### src/rtl/epc_params.svh
// constants of the interrupt source block: offsets, field positions, reset values
// assumes byte-wide registers reached over a plain strobe port
// What this block does
// - edge select bit picks rising or falling
// - qualifying edge sets that input's flag
// - enabled external edge wakes from sleep
// - vectoring after wake needs global enable
// - inputs one to three follow priority bits
// - input zero is always high priority
// - 8-bit wrap sets timer0 overflow flag
// - 16-bit wrap sets timer0 overflow flag
// - timer0 request gated by enable, own priority
// - masked port changes set group flags
// - change sources are always high priority
// - group-one enable bit one, own vector
// - group-zero enable bit zero, own vector
// - reserved bits seven to two read zero
// - group-one flag sets, write zero clears
// - group-zero flag sets, write zero clears
// - mask high and group enable both needed
// - mask low and group enable both needed
// - entry saves return address and fast context
`ifndef EPC_PARAMS_SVH
`define EPC_PARAMS_SVH
`define EPC_OFS_MASK_LOW 12'hf99
`define EPC_OFS_MASK_HIGH 12'hf9a
`define EPC_OFS_GROUP_FLAGS 12'hf9b
`define EPC_OFS_GROUP_ENABLE 12'hf9c
`define EPC_OFS_THIRD_CTRL 12'hff0
`define EPC_OFS_SECOND_CTRL 12'hff1
`define EPC_OFS_MAIN_CTRL 12'hff2
`define EPC_OFS_EXT_FLAGS 12'hff3
`define EPC_BIT_GIE 7
`define EPC_BIT_T0_EN 5
`define EPC_BIT_T0_FLAG 2
`define EPC_BIT_T0_PRIO 2
`define EPC_BIT_EXT3_PRIO 1
`define EPC_BIT_T0_WIDE 0
`define EPC_BIT_EXT2_PRIO 7
`define EPC_BIT_EXT1_PRIO 6
`define EPC_POS_EDGE_SEL 4
`define EPC_RST_BYTE 8'h00
`define EPC_RST_PRIO 1'b1
`define EPC_RST_EDGE_SEL 4'hf
`endif

### src/rtl/epc_pkg.sv
// types of the interrupt source block
// assumes epc_params.svh carries the numbers
package epc_pkg;
    typedef struct packed {
        logic [11:0] addr;
        logic [7:0] wdata;
        logic wr;
        logic rd;
    } epc_bus_type;
    typedef struct packed {
        logic [20:0] pc;
        logic [7:0] working_register;
        logic [7:0] status;
        logic [7:0] bank_select_register;
    } epc_ctx_type;
    typedef enum logic [3:0] {
        EPC_VEC_NONE = 4'h0,
        EPC_VEC_EXT0 = 4'h1,
        EPC_VEC_EXT1 = 4'h2,
        EPC_VEC_EXT2 = 4'h3,
        EPC_VEC_EXT3 = 4'h4,
        EPC_VEC_T0 = 4'h5,
        EPC_VEC_CHG0 = 4'h6,
        EPC_VEC_CHG1 = 4'h7
    } epc_vec_type;
    typedef enum logic [1:0] {
        EPC_PS_RUN = 2'b00,
        EPC_PS_SLEEP = 2'b01,
        EPC_PS_WAKE = 2'b11
    } epc_ps_type;
endpackage : epc_pkg

### src/rtl/epc_irq.sv
// interrupt source logic: external edges, timer0 overflow, pin change groups
// assumes synchronous inputs on core_clk and a core that acknowledges entry
//
// The strobed register port was decided locally.
`timescale 1ns/100ps
`include "epc_params.svh"
module epc_irq (
    // clock and reset
    input wire logic core_clk,
    input wire logic nrst,
    // register port
    input wire epc_pkg::epc_bus_type bus,
    output logic [7:0] rdata,
    // pins and timer
    input wire logic [3:0] ext_pins,
    input wire logic [15:0] change_sources,
    input wire logic [15:0] timer0_count_pair,
    // core side
    input wire logic sleep_mode,
    input wire logic entry,
    input wire epc_pkg::epc_ctx_type ctx,
    output logic irq_high,
    output logic irq_low,
    output epc_pkg::epc_vec_type irq_vector,
    output logic wake,
    output logic stack_push,
    output logic [20:0] stack_pc,
    output logic [7:0] fast_working_register,
    output logic [7:0] fast_status,
    output logic [7:0] fast_bsr
);
    // ************************************************
    // decode
    // ************************************************
    function automatic logic hit(input logic [11:0] a, input logic [11:0] ofs);
        hit = (a == ofs);
    endfunction : hit

    logic wr_mask_lo;
    logic wr_mask_hi;
    logic wr_gflags;
    logic wr_genable;
    logic wr_third;
    logic wr_second;
    logic wr_main;
    logic wr_eflags;
    assign wr_mask_lo = bus.wr & hit(bus.addr, `EPC_OFS_MASK_LOW);
    assign wr_mask_hi = bus.wr & hit(bus.addr, `EPC_OFS_MASK_HIGH);
    assign wr_gflags = bus.wr & hit(bus.addr, `EPC_OFS_GROUP_FLAGS);
    assign wr_genable = bus.wr & hit(bus.addr, `EPC_OFS_GROUP_ENABLE);
    assign wr_third = bus.wr & hit(bus.addr, `EPC_OFS_THIRD_CTRL);
    assign wr_second = bus.wr & hit(bus.addr, `EPC_OFS_SECOND_CTRL);
    assign wr_main = bus.wr & hit(bus.addr, `EPC_OFS_MAIN_CTRL);
    assign wr_eflags = bus.wr & hit(bus.addr, `EPC_OFS_EXT_FLAGS);

    // ************************************************
    // synchronisers and change detect
    // ************************************************
    logic [3:0] ext_s1;
    logic [3:0] ext_s2;
    logic [3:0] ext_prev;
    logic [15:0] chg_s1;
    logic [15:0] chg_s2;
    logic [15:0] chg_prev;
    logic [15:0] t0_prev;
    always_ff @(posedge core_clk) begin
        if (!nrst) begin
            ext_s1 <= 4'h0;
            ext_s2 <= 4'h0;
            ext_prev <= 4'h0;
            chg_s1 <= 16'h0000;
            chg_s2 <= 16'h0000;
            chg_prev <= 16'h0000;
            t0_prev <= 16'h0000;
        end else begin
            ext_s1 <= ext_pins;
            ext_s2 <= ext_s1;
            ext_prev <= ext_s2;
            chg_s1 <= change_sources;
            chg_s2 <= chg_s1;
            chg_prev <= chg_s2;
            t0_prev <= timer0_count_pair;
        end
    end

    // ************************************************
    // control registers
    // ************************************************
    logic [7:0] mask_lo;
    logic [7:0] mask_hi;
    logic [1:0] group_en;
    logic [3:0] edge_sel;
    logic [3:0] ext_en;
    logic [3:1] ext_prio;
    logic global_irq_enable;
    logic t0_en;
    logic t0_prio;
    logic t0_wide;
    logic [7:0] next_mask_lo;
    logic [7:0] next_mask_hi;
    logic [1:0] next_group_en;
    logic [3:0] next_edge_sel;
    logic [3:0] next_ext_en;
    logic [3:1] next_ext_prio;
    logic next_gie;
    logic next_t0_en;
    logic next_t0_prio;
    logic next_t0_wide;
    always_comb begin
        next_mask_lo = wr_mask_lo ? bus.wdata : mask_lo;
        next_mask_hi = wr_mask_hi ? bus.wdata : mask_hi;
        next_group_en = wr_genable ? bus.wdata[1:0] : group_en;
        next_edge_sel = wr_second ? bus.wdata[`EPC_POS_EDGE_SEL+:4] : edge_sel;
        next_ext_prio = ext_prio;
        next_t0_prio = t0_prio;
        next_t0_wide = t0_wide;
        next_ext_en = wr_third ? bus.wdata[3:0] : ext_en;
        next_gie = wr_main ? bus.wdata[`EPC_BIT_GIE] : global_irq_enable;
        next_t0_en = wr_main ? bus.wdata[`EPC_BIT_T0_EN] : t0_en;
        if (wr_second) begin
            next_ext_prio[3] = bus.wdata[`EPC_BIT_EXT3_PRIO];
            next_t0_prio = bus.wdata[`EPC_BIT_T0_PRIO];
            next_t0_wide = bus.wdata[`EPC_BIT_T0_WIDE];
        end
        if (wr_third) begin
            next_ext_prio[2] = bus.wdata[`EPC_BIT_EXT2_PRIO];
            next_ext_prio[1] = bus.wdata[`EPC_BIT_EXT1_PRIO];
        end
    end
    always_ff @(posedge core_clk) begin
        if (!nrst) begin
            mask_lo <= `EPC_RST_BYTE;
            mask_hi <= `EPC_RST_BYTE;
            group_en <= 2'b00;
            edge_sel <= `EPC_RST_EDGE_SEL;
            ext_en <= 4'h0;
            ext_prio <= {3{`EPC_RST_PRIO}};
            global_irq_enable <= 1'b0;
            t0_en <= 1'b0;
            t0_prio <= `EPC_RST_PRIO;
            t0_wide <= 1'b0;
        end else begin
            mask_lo <= next_mask_lo;
            mask_hi <= next_mask_hi;
            group_en <= next_group_en;
            edge_sel <= next_edge_sel;
            ext_en <= next_ext_en;
            ext_prio <= next_ext_prio;
            global_irq_enable <= next_gie;
            t0_en <= next_t0_en;
            t0_prio <= next_t0_prio;
            t0_wide <= next_t0_wide;
        end
    end

    // ************************************************
    // event flags
    // ************************************************
    logic [3:0] ext_edge;
    logic [15:0] pc_chg;
    logic [1:0] pc_set;
    logic t0_wrap;
    genvar gi;
    generate
        for (gi = 0; gi < 4; gi++) begin : g_edge
            assign ext_edge[gi] = edge_sel[gi] ? (ext_s2[gi] & ~ext_prev[gi])
                                               : (~ext_s2[gi] & ext_prev[gi]);
        end
    endgenerate
    assign pc_chg = chg_s2 ^ chg_prev;
    assign pc_set[0] = group_en[0] & |(pc_chg[7:0] & mask_lo);
    assign pc_set[1] = group_en[1] & |(pc_chg[15:8] & mask_hi);
    assign t0_wrap = t0_wide ? (t0_prev == 16'hffff && timer0_count_pair == 16'h0000)
                             : (t0_prev[7:0] == 8'hff && timer0_count_pair[7:0] == 8'h00);

    logic [3:0] ext_flag;
    logic [1:0] pc_flag;
    logic t0_flag;
    logic [3:0] next_ext_flag;
    logic [1:0] next_pc_flag;
    logic next_t0_flag;
    always_comb begin
        next_ext_flag = ext_flag;
        next_pc_flag = pc_flag;
        next_t0_flag = t0_flag;
        if (wr_eflags) begin
            next_ext_flag = ext_flag & bus.wdata[3:0];
        end
        if (wr_gflags) begin
            next_pc_flag = pc_flag & bus.wdata[1:0];
        end
        if (wr_main) begin
            next_t0_flag = t0_flag & bus.wdata[`EPC_BIT_T0_FLAG];
        end
        next_ext_flag = next_ext_flag | ext_edge;
        next_pc_flag = next_pc_flag | pc_set;
        next_t0_flag = next_t0_flag | t0_wrap;
    end
    always_ff @(posedge core_clk) begin
        if (!nrst) begin
            ext_flag <= 4'h0;
            pc_flag <= 2'b00;
            t0_flag <= 1'b0;
        end else begin
            ext_flag <= next_ext_flag;
            pc_flag <= next_pc_flag;
            t0_flag <= next_t0_flag;
        end
    end

    // ************************************************
    // requests and vector
    // ************************************************
    logic [3:0] ext_req;
    logic t0_req;
    logic [3:0] ext_hi;
    logic any_high;
    logic any_low;
    epc_pkg::epc_vec_type sel_vec;
    assign ext_req = ext_flag & ext_en;
    assign t0_req = t0_flag & t0_en;
    assign ext_hi = {ext_prio, 1'b1};
    assign any_high = |(ext_req & ext_hi) | (t0_req & t0_prio) | (|pc_flag);
    assign any_low = |(ext_req & ~ext_hi) | (t0_req & ~t0_prio);
    always_comb begin
        sel_vec = epc_pkg::EPC_VEC_NONE;
        if (ext_req[0]) sel_vec = epc_pkg::EPC_VEC_EXT0;
        else if (ext_req[1] & ext_hi[1]) sel_vec = epc_pkg::EPC_VEC_EXT1;
        else if (ext_req[2] & ext_hi[2]) sel_vec = epc_pkg::EPC_VEC_EXT2;
        else if (ext_req[3] & ext_hi[3]) sel_vec = epc_pkg::EPC_VEC_EXT3;
        else if (t0_req & t0_prio) sel_vec = epc_pkg::EPC_VEC_T0;
        else if (pc_flag[0]) sel_vec = epc_pkg::EPC_VEC_CHG0;
        else if (pc_flag[1]) sel_vec = epc_pkg::EPC_VEC_CHG1;
        else if (ext_req[1]) sel_vec = epc_pkg::EPC_VEC_EXT1;
        else if (ext_req[2]) sel_vec = epc_pkg::EPC_VEC_EXT2;
        else if (ext_req[3]) sel_vec = epc_pkg::EPC_VEC_EXT3;
        else if (t0_req) sel_vec = epc_pkg::EPC_VEC_T0;
    end

    // ************************************************
    // sleep and wake
    // ************************************************
    epc_pkg::epc_ps_type ps;
    epc_pkg::epc_ps_type next_ps;
    logic [3:0] sleep_en;
    logic [3:0] next_sleep_en;
    always_comb begin
        next_ps = ps;
        next_sleep_en = sleep_en;
        case (ps)
            epc_pkg::EPC_PS_RUN: begin
                if (sleep_mode) begin
                    next_ps = epc_pkg::EPC_PS_SLEEP;
                    next_sleep_en = ext_en;
                end
            end
            epc_pkg::EPC_PS_SLEEP: begin
                if (|(ext_flag & sleep_en)) next_ps = epc_pkg::EPC_PS_WAKE;
                else if (!sleep_mode) next_ps = epc_pkg::EPC_PS_RUN;
            end
            epc_pkg::EPC_PS_WAKE: begin
                if (!sleep_mode) next_ps = epc_pkg::EPC_PS_RUN;
            end
            default: next_ps = epc_pkg::EPC_PS_RUN;
        endcase
    end

    // ************************************************
    // outputs and context save
    // ************************************************
    logic [7:0] next_rdata;
    always_comb begin
        next_rdata = 8'h00;
        if (bus.rd) begin
            case (bus.addr)
                `EPC_OFS_MASK_LOW: next_rdata = mask_lo;
                `EPC_OFS_MASK_HIGH: next_rdata = mask_hi;
                `EPC_OFS_GROUP_FLAGS: next_rdata = {6'b000000, pc_flag};
                `EPC_OFS_GROUP_ENABLE: next_rdata = {6'b000000, group_en};
                `EPC_OFS_THIRD_CTRL: next_rdata = {ext_prio[2], ext_prio[1], 2'b00, ext_en};
                `EPC_OFS_SECOND_CTRL: next_rdata = {edge_sel, 1'b0, t0_prio, ext_prio[3], t0_wide};
                `EPC_OFS_MAIN_CTRL: next_rdata = {global_irq_enable, 1'b0, t0_en, 2'b00, t0_flag, 2'b00};
                `EPC_OFS_EXT_FLAGS: next_rdata = {4'h0, ext_flag};
                default: next_rdata = 8'h00;
            endcase
        end
    end
    always_ff @(posedge core_clk) begin
        if (!nrst) begin
            ps <= epc_pkg::EPC_PS_RUN;
            sleep_en <= 4'h0;
            rdata <= 8'h00;
            irq_high <= 1'b0;
            irq_low <= 1'b0;
            irq_vector <= epc_pkg::EPC_VEC_NONE;
            wake <= 1'b0;
            stack_push <= 1'b0;
            stack_pc <= 21'h00_0000;
            fast_working_register <= 8'h00;
            fast_status <= 8'h00;
            fast_bsr <= 8'h00;
        end else begin
            ps <= next_ps;
            sleep_en <= next_sleep_en;
            rdata <= next_rdata;
            irq_high <= global_irq_enable & any_high;
            irq_low <= global_irq_enable & any_low;
            irq_vector <= global_irq_enable ? sel_vec : epc_pkg::EPC_VEC_NONE;
            wake <= (next_ps == epc_pkg::EPC_PS_WAKE);
            stack_push <= entry;
            if (entry) begin
                stack_pc <= ctx.pc;
                fast_working_register <= ctx.working_register;
                fast_status <= ctx.status;
                fast_bsr <= ctx.bank_select_register;
            end
        end
    end
endmodule : epc_irq

### config.mk
export PLATFORM = sky130hd
export DESIGN_NAME = epc_irq
export DESIGN_NICKNAME = d
export VERILOG_FILES = /design/src/rtl/epc_pkg.sv /design/src/rtl/epc_irq.sv
export VERILOG_INCLUDE_DIRS = /design/src /design/src/rtl
export SDC_FILE = /design/constraint.sdc
export NUM_CORES = 1
export LEC_CHECK = 0
export BUFFER_PORTS_ARGS = -buffer_cell sky130_fd_sc_hd__buf_2
export CAP_MARGIN = 10
export CORE_ASPECT_RATIO = 1.2
export CORE_UTILIZATION = 48
export CTS_CLUSTER_DIAMETER = 200
export DETAILED_ROUTE_END_ITERATION = 10
export HOLD_SLACK_MARGIN = 0.1
export MAX_ROUTING_LAYER = met4
export PLACE_DENSITY = 0.82
export SYNTH_ARGS = -nofsm -noshare
export SYNTH_HDL_FRONTEND = slang
export SYNTH_SLANG_ARGS = --single-unit
### constraint.sdc
create_clock -name core_clk -period 1.9 [get_ports core_clk]
set_clock_uncertainty 0.15 [all_clocks]
set_input_delay 0.19 -clock core_clk [delete_from_list [all_inputs] [get_ports core_clk]]
set_output_delay 0.19 -clock core_clk [all_outputs]
set_load 0.005 [all_outputs]
# Yosys cells after proc, flatten, opt, wreduce, memory -nomap -nowiden
# Cells that the tools add are included.
dict set report word_totals {
  ff_bits 183
  in_bits 107
  output_inout_bits 61
  elab_cells 144
}
dict set report classes {
  eq_ne 13
  mux 24
  bitwise 54
  n_reduce_logical 17
}
# cell n
set op_table {}
lappend op_table {{$eq A12 B12 Y1 const B} 8}
lappend op_table {{$pmux W8 S8} 1}
lappend op_table {{$and A1 B1 Y1} 27}
lappend op_table {{$mux W3} 8}
lappend op_table {{$and A4 B4 Y4} 5}
lappend op_table {{$and A8 B8 Y8} 2}
lappend op_table {{$eq A16 B16 Y1 const B} 1}
lappend op_table {{$logic_not A16 Y1} 1}
lappend op_table {{$reduce_or A8 Y1} 2}
lappend op_table {{$xor A16 B16 Y16} 1}
lappend op_table {{$mux W2} 6}
lappend op_table {{$reduce_or A12 Y1} 1}
lappend op_table {{$reduce_or A4 Y1} 3}
lappend op_table {{$not A1 Y1} 11}
lappend op_table {{$eq A8 B8 Y1 const B} 1}
lappend op_table {{$logic_not A8 Y1} 1}
lappend op_table {{$mux W1} 7}
lappend op_table {{$pmux W2 S3} 1}
lappend op_table {{$reduce_and A2 Y1} 3}
lappend op_table {{$reduce_or A5 Y1} 1}
lappend op_table {{$eq A2 B2 Y1 const B} 2}
lappend op_table {{$mux W4} 1}
lappend op_table {{$not A4 Y4} 1}
lappend op_table {{$or A1 B1 Y1} 4}
lappend op_table {{other kinds (8)} 9}

# Logic depth before layout (Yosys ltp)
dict set report depth {
  depth_word 12
  mapped_depth 6
  depth_no_buf 5
}

# Least setup slack after synthesis
# OpenSTA, ideal clock, no wires.
dict set report synth_timing {
  path_kind {input -> register}
  from {input bus[15] (netlist bit)}
  to {register pc_flag[0]}
  setup_time_ns 0.120
  arrival_ns 1.548
  required_ns 1.630
  setup_slack_ns 0.082
  path_stages 5
  path_buffers 0
  path_cell_list {or3b_4 or3_1 or3_1 o211ai_1 nand2_1}
}
dict set report synth_via {
  elab_chain_len 4
}
# element line_no
set synth_lines {}
lappend synth_lines {{start, declared} epc_irq.sv:12} ;# input wire epc_pkg::epc_bus_type bus,
lappend synth_lines {{$eq A12 B12 Y1} epc_irq.sv:36} ;# hit = (a == ofs);
lappend synth_lines {{$and A1 B1 Y1} epc_irq.sv:49} ;# assign wr_gflags = bus.wr & hit(bus.addr, `EPC_OFS_GROUP_FLAGS);
lappend synth_lines {{$mux W2} epc_irq.sv:189} ;# if (wr_gflags) begin
lappend synth_lines {{$or A2 B2 Y2} epc_irq.sv:196} ;# next_pc_flag = next_pc_flag | pc_set;
lappend synth_lines {{end signal, assigned} epc_irq.sv:206} ;# pc_flag <= next_pc_flag;
lappend synth_lines {{end, declared} epc_irq.sv:177} ;# logic [1:0] pc_flag;
# No other way between the ends.
# A chain may end at the register's enable or synchronous reset.

# Worst setup path in the final report
dict set report layout_timing {
  from {input bus[1] (netlist bit)}
  to {register t0_wide}
}
dict set report layout_via {
  elab_chain_len 1
}
# element line_no
set layout_lines {}
lappend layout_lines {{$and A1 B1 Y1} epc_irq.sv:52} ;# assign wr_second = bus.wr & hit(bus.addr, `EPC_OFS_SECOND_CTRL);
lappend layout_lines {{end signal, assigned} epc_irq.sv:152} ;# t0_wide <= next_t0_wide;
lappend layout_lines {{end, declared} epc_irq.sv:98} ;# logic t0_wide;
# No other way between the ends.

==> out/metrics.csv <==
metric,value,unit
Tmin final,1.91,ns
worst vdd ir,0.768,mV
DRC violations left,0,
DRT Pass-1 Iters,5,
"most common cell after layout, fill and taps aside",dfxtp_1,
design area,0.00952,mm2
async set-reset flop share out of synthesis,0,
final setup margin,-0.0108,ns
Die W,110,um
drt initial violations,382,
TNS Setup,-0.0108,ns
Sink Count,182,
Syn. warnings,0,
Die ar.,0.0146,mm2
fin util,0.692,
Clk Tree Root Cell,clkbuf_16,
CP max FO,7,
Syn Inst Count,643,
Area Overhead vs Synth,40.7,%
Overflow after GRT,0,
antenna violations before repair,0,
Die Ht,132,um
all-layer global routing usage,0.245,
maximum clock rate,0.523,GHz
Min-Delay Path Class,primary input to register,
Main synth FF type,dfxtp_1,
Post-Syn Area,0.00677,mm2
Starting Density,0.492,
critical path type,primary input to register,
dpl ws,-0.105,ns
"EDFF count, synth",0,
"Slew Viols, Final",0,
"Avg Cell Area, Syn",10.5,um2
H-tree Lvls,4,
synth unique cells,52,
Post-DP HPWL,10.1,mm
Setup crit end kind,register,
Port Buffers,166,
Skew-Pair Late Insertion Delay,0.43,ns
status,"complete, but fails checks",
Post-Route WL,17.4,mm
"Net Count, Synth",750,
Core Region,0.0138,mm2
"CTS clk-pin slew, worst paths",0.06,ns
final hold violation count,0,
CP required,2.05,ns
row cnt,47,
critical path's largest stage delay,0.55,ns
number of synthesized register bits,182,
Ports,168,
total power,8.36,mW
gpl congestion,0.902,
share of layout cells above drive strength 1,0.250,
nets@finish,1025,
CTS tree,built,
most frequent cells in the layout,"182 x dfxtp_1, 165 x buf_2, 95 x dlygate4sd3_1, 78 x mux2i_1, 78 x and2_1",
Max-Cap Viols,0,
worst-case clock buffer depth,2,
routed len/inst,15.8,um
TritonCTS Buffers,17,
sequential area share after synthesis,0.539,
flop-to-flop setup slack,0.38,ns
vias in the first global route,5614,
Pleak,4.16,nW
fin crit share,1.01,
vias per cell,5.18,
largest net degree at the start of global routing,132,
Crit path arrival time,2.06,ns
final setup fails,1,
failing checks,setup timing,
pwr/cell area,878,mW/mm2
startpoint class of the critical path,primary input,
Ant. Diodes,0,
Via Count,5709,
dpl cell area,0.00791,mm2
first-pass GRT wire length,26.7,mm
post-route ant nets,0,
CP max-delay cell,dlygate4sd3_1,
worst-path cell chain,"dlygate4sd3_1, buf_2, inv_1, or2_4, nor3_4, buf_12, mux2i_1, nor2b_1",
final timing paths:
check                                  from    endpoint  cells after the start
worst max-delay path                 bus[1]     t0_wide                      8
worst min-delay path                bus[10]  pc_flag[1]                      5
worst max register to register  ext_flag[1]    rdata[1]                      4
worst min register to register   chg_s1[11]  chg_s2[11]                      1
layer usage:
layer / routed length [um] / global-route usage / vias up
met1: 6970 / 0.261 / 2672
met4: 563 / 0.106 / 0
met2: 8640 / 0.416 / 236
li1: - / - / 2750
met3: 1250 / 0.0707 / 51
met5: 0 / - / -
registers in the layout, summed over array words and instances, names as in the netlist, 8 cells and up:
| signal | flops |
|---|---|
| chg_prev | 16 |
| chg_s1 | 16 |
| chg_s2 | 16 |
| fast_bsr | 8 |
| fast_status | 8 |
| fast_working_register | 8 |
| mask_hi | 8 |
| mask_lo | 8 |
| rdata | 8 |
| stack_pc | 21 |
| t0_prev | 16 |
worst max-delay path, delay by kind of cell:
family	cells	cell delay, ns
buf+inv	4	0.97
simple gates	3	0.61
mux	1	0.28
report_power, final:
group / internal, mW / leakage [nW] / total, mW / switching, mW
combinational: 0.405 / 2.37 / 0.701 / 0.296
clock: 2.19 / 0.302 / 3.64 / 1.46
sequential: 3.95 / 1.49 / 4.01 / 0.0653
cells by family after synthesis:
kind of cell	count (synthesis)	synth area share
flip-flops	182	0.539
AND/OR/NAND/NOR	264	0.231
AO/OA/AOI/OAI	67	0.0675
other	1	0.000554
XOR/XNOR	16	0.0207
multiplexers	82	0.124
buffers and inverters	31	0.0179
layout make-up:
| cell class | count | area (um2) |
|---|---|---|
| fill | 955 | 4240 |
| sequential | 182 | 3640 |
| multi-input combinational | 431 | 3020 |
| timing repair buffer | 283 | 2010 |
| clock buffer | 22 | 474 |
| tap | 171 | 214 |
| clock inverter | 10 | 145 |
| inverter | 3 | 11.3 |
Yosys cell counts (10+ instances only):
| cell | instances | area [um2] |
|---|---|---|
| xor2_1 | 16 | 140 |
| a22oi_1 | 16 | 120 |
| o21ai_0 | 10 | 50.1 |
| nand2_1 | 40 | 150 |
| a21oi_1 | 14 | 70.1 |
| clkbuf_1 | 22 | 82.6 |
| mux2i_1 | 78 | 781 |
| nor2_1 | 15 | 56.3 |
| nand3_1 | 14 | 70.1 |
| nor2b_1 | 74 | 463 |
| dfxtp_1 | 182 | 3640 |
| and2_1 | 78 | 488 |
per-stage QoR:
step           std cells  hold slack, ns
2_1_floorplan        643           0.161
3_3_place_gp         973           0.245
3_5_place_dp         973           0.249
4_1_cts             1100           0.147
5_1_grt             1102           0.183
6_report            1102           0.166
repair_timing:
action	in CTS	in global routing
hold buffers	95	0
setup endpoints to repair	0	8
setup buffers	0	1
endpoints found under the hold margin	132	0
resized for setup	0	5
(Power assumes the default switching activity.)
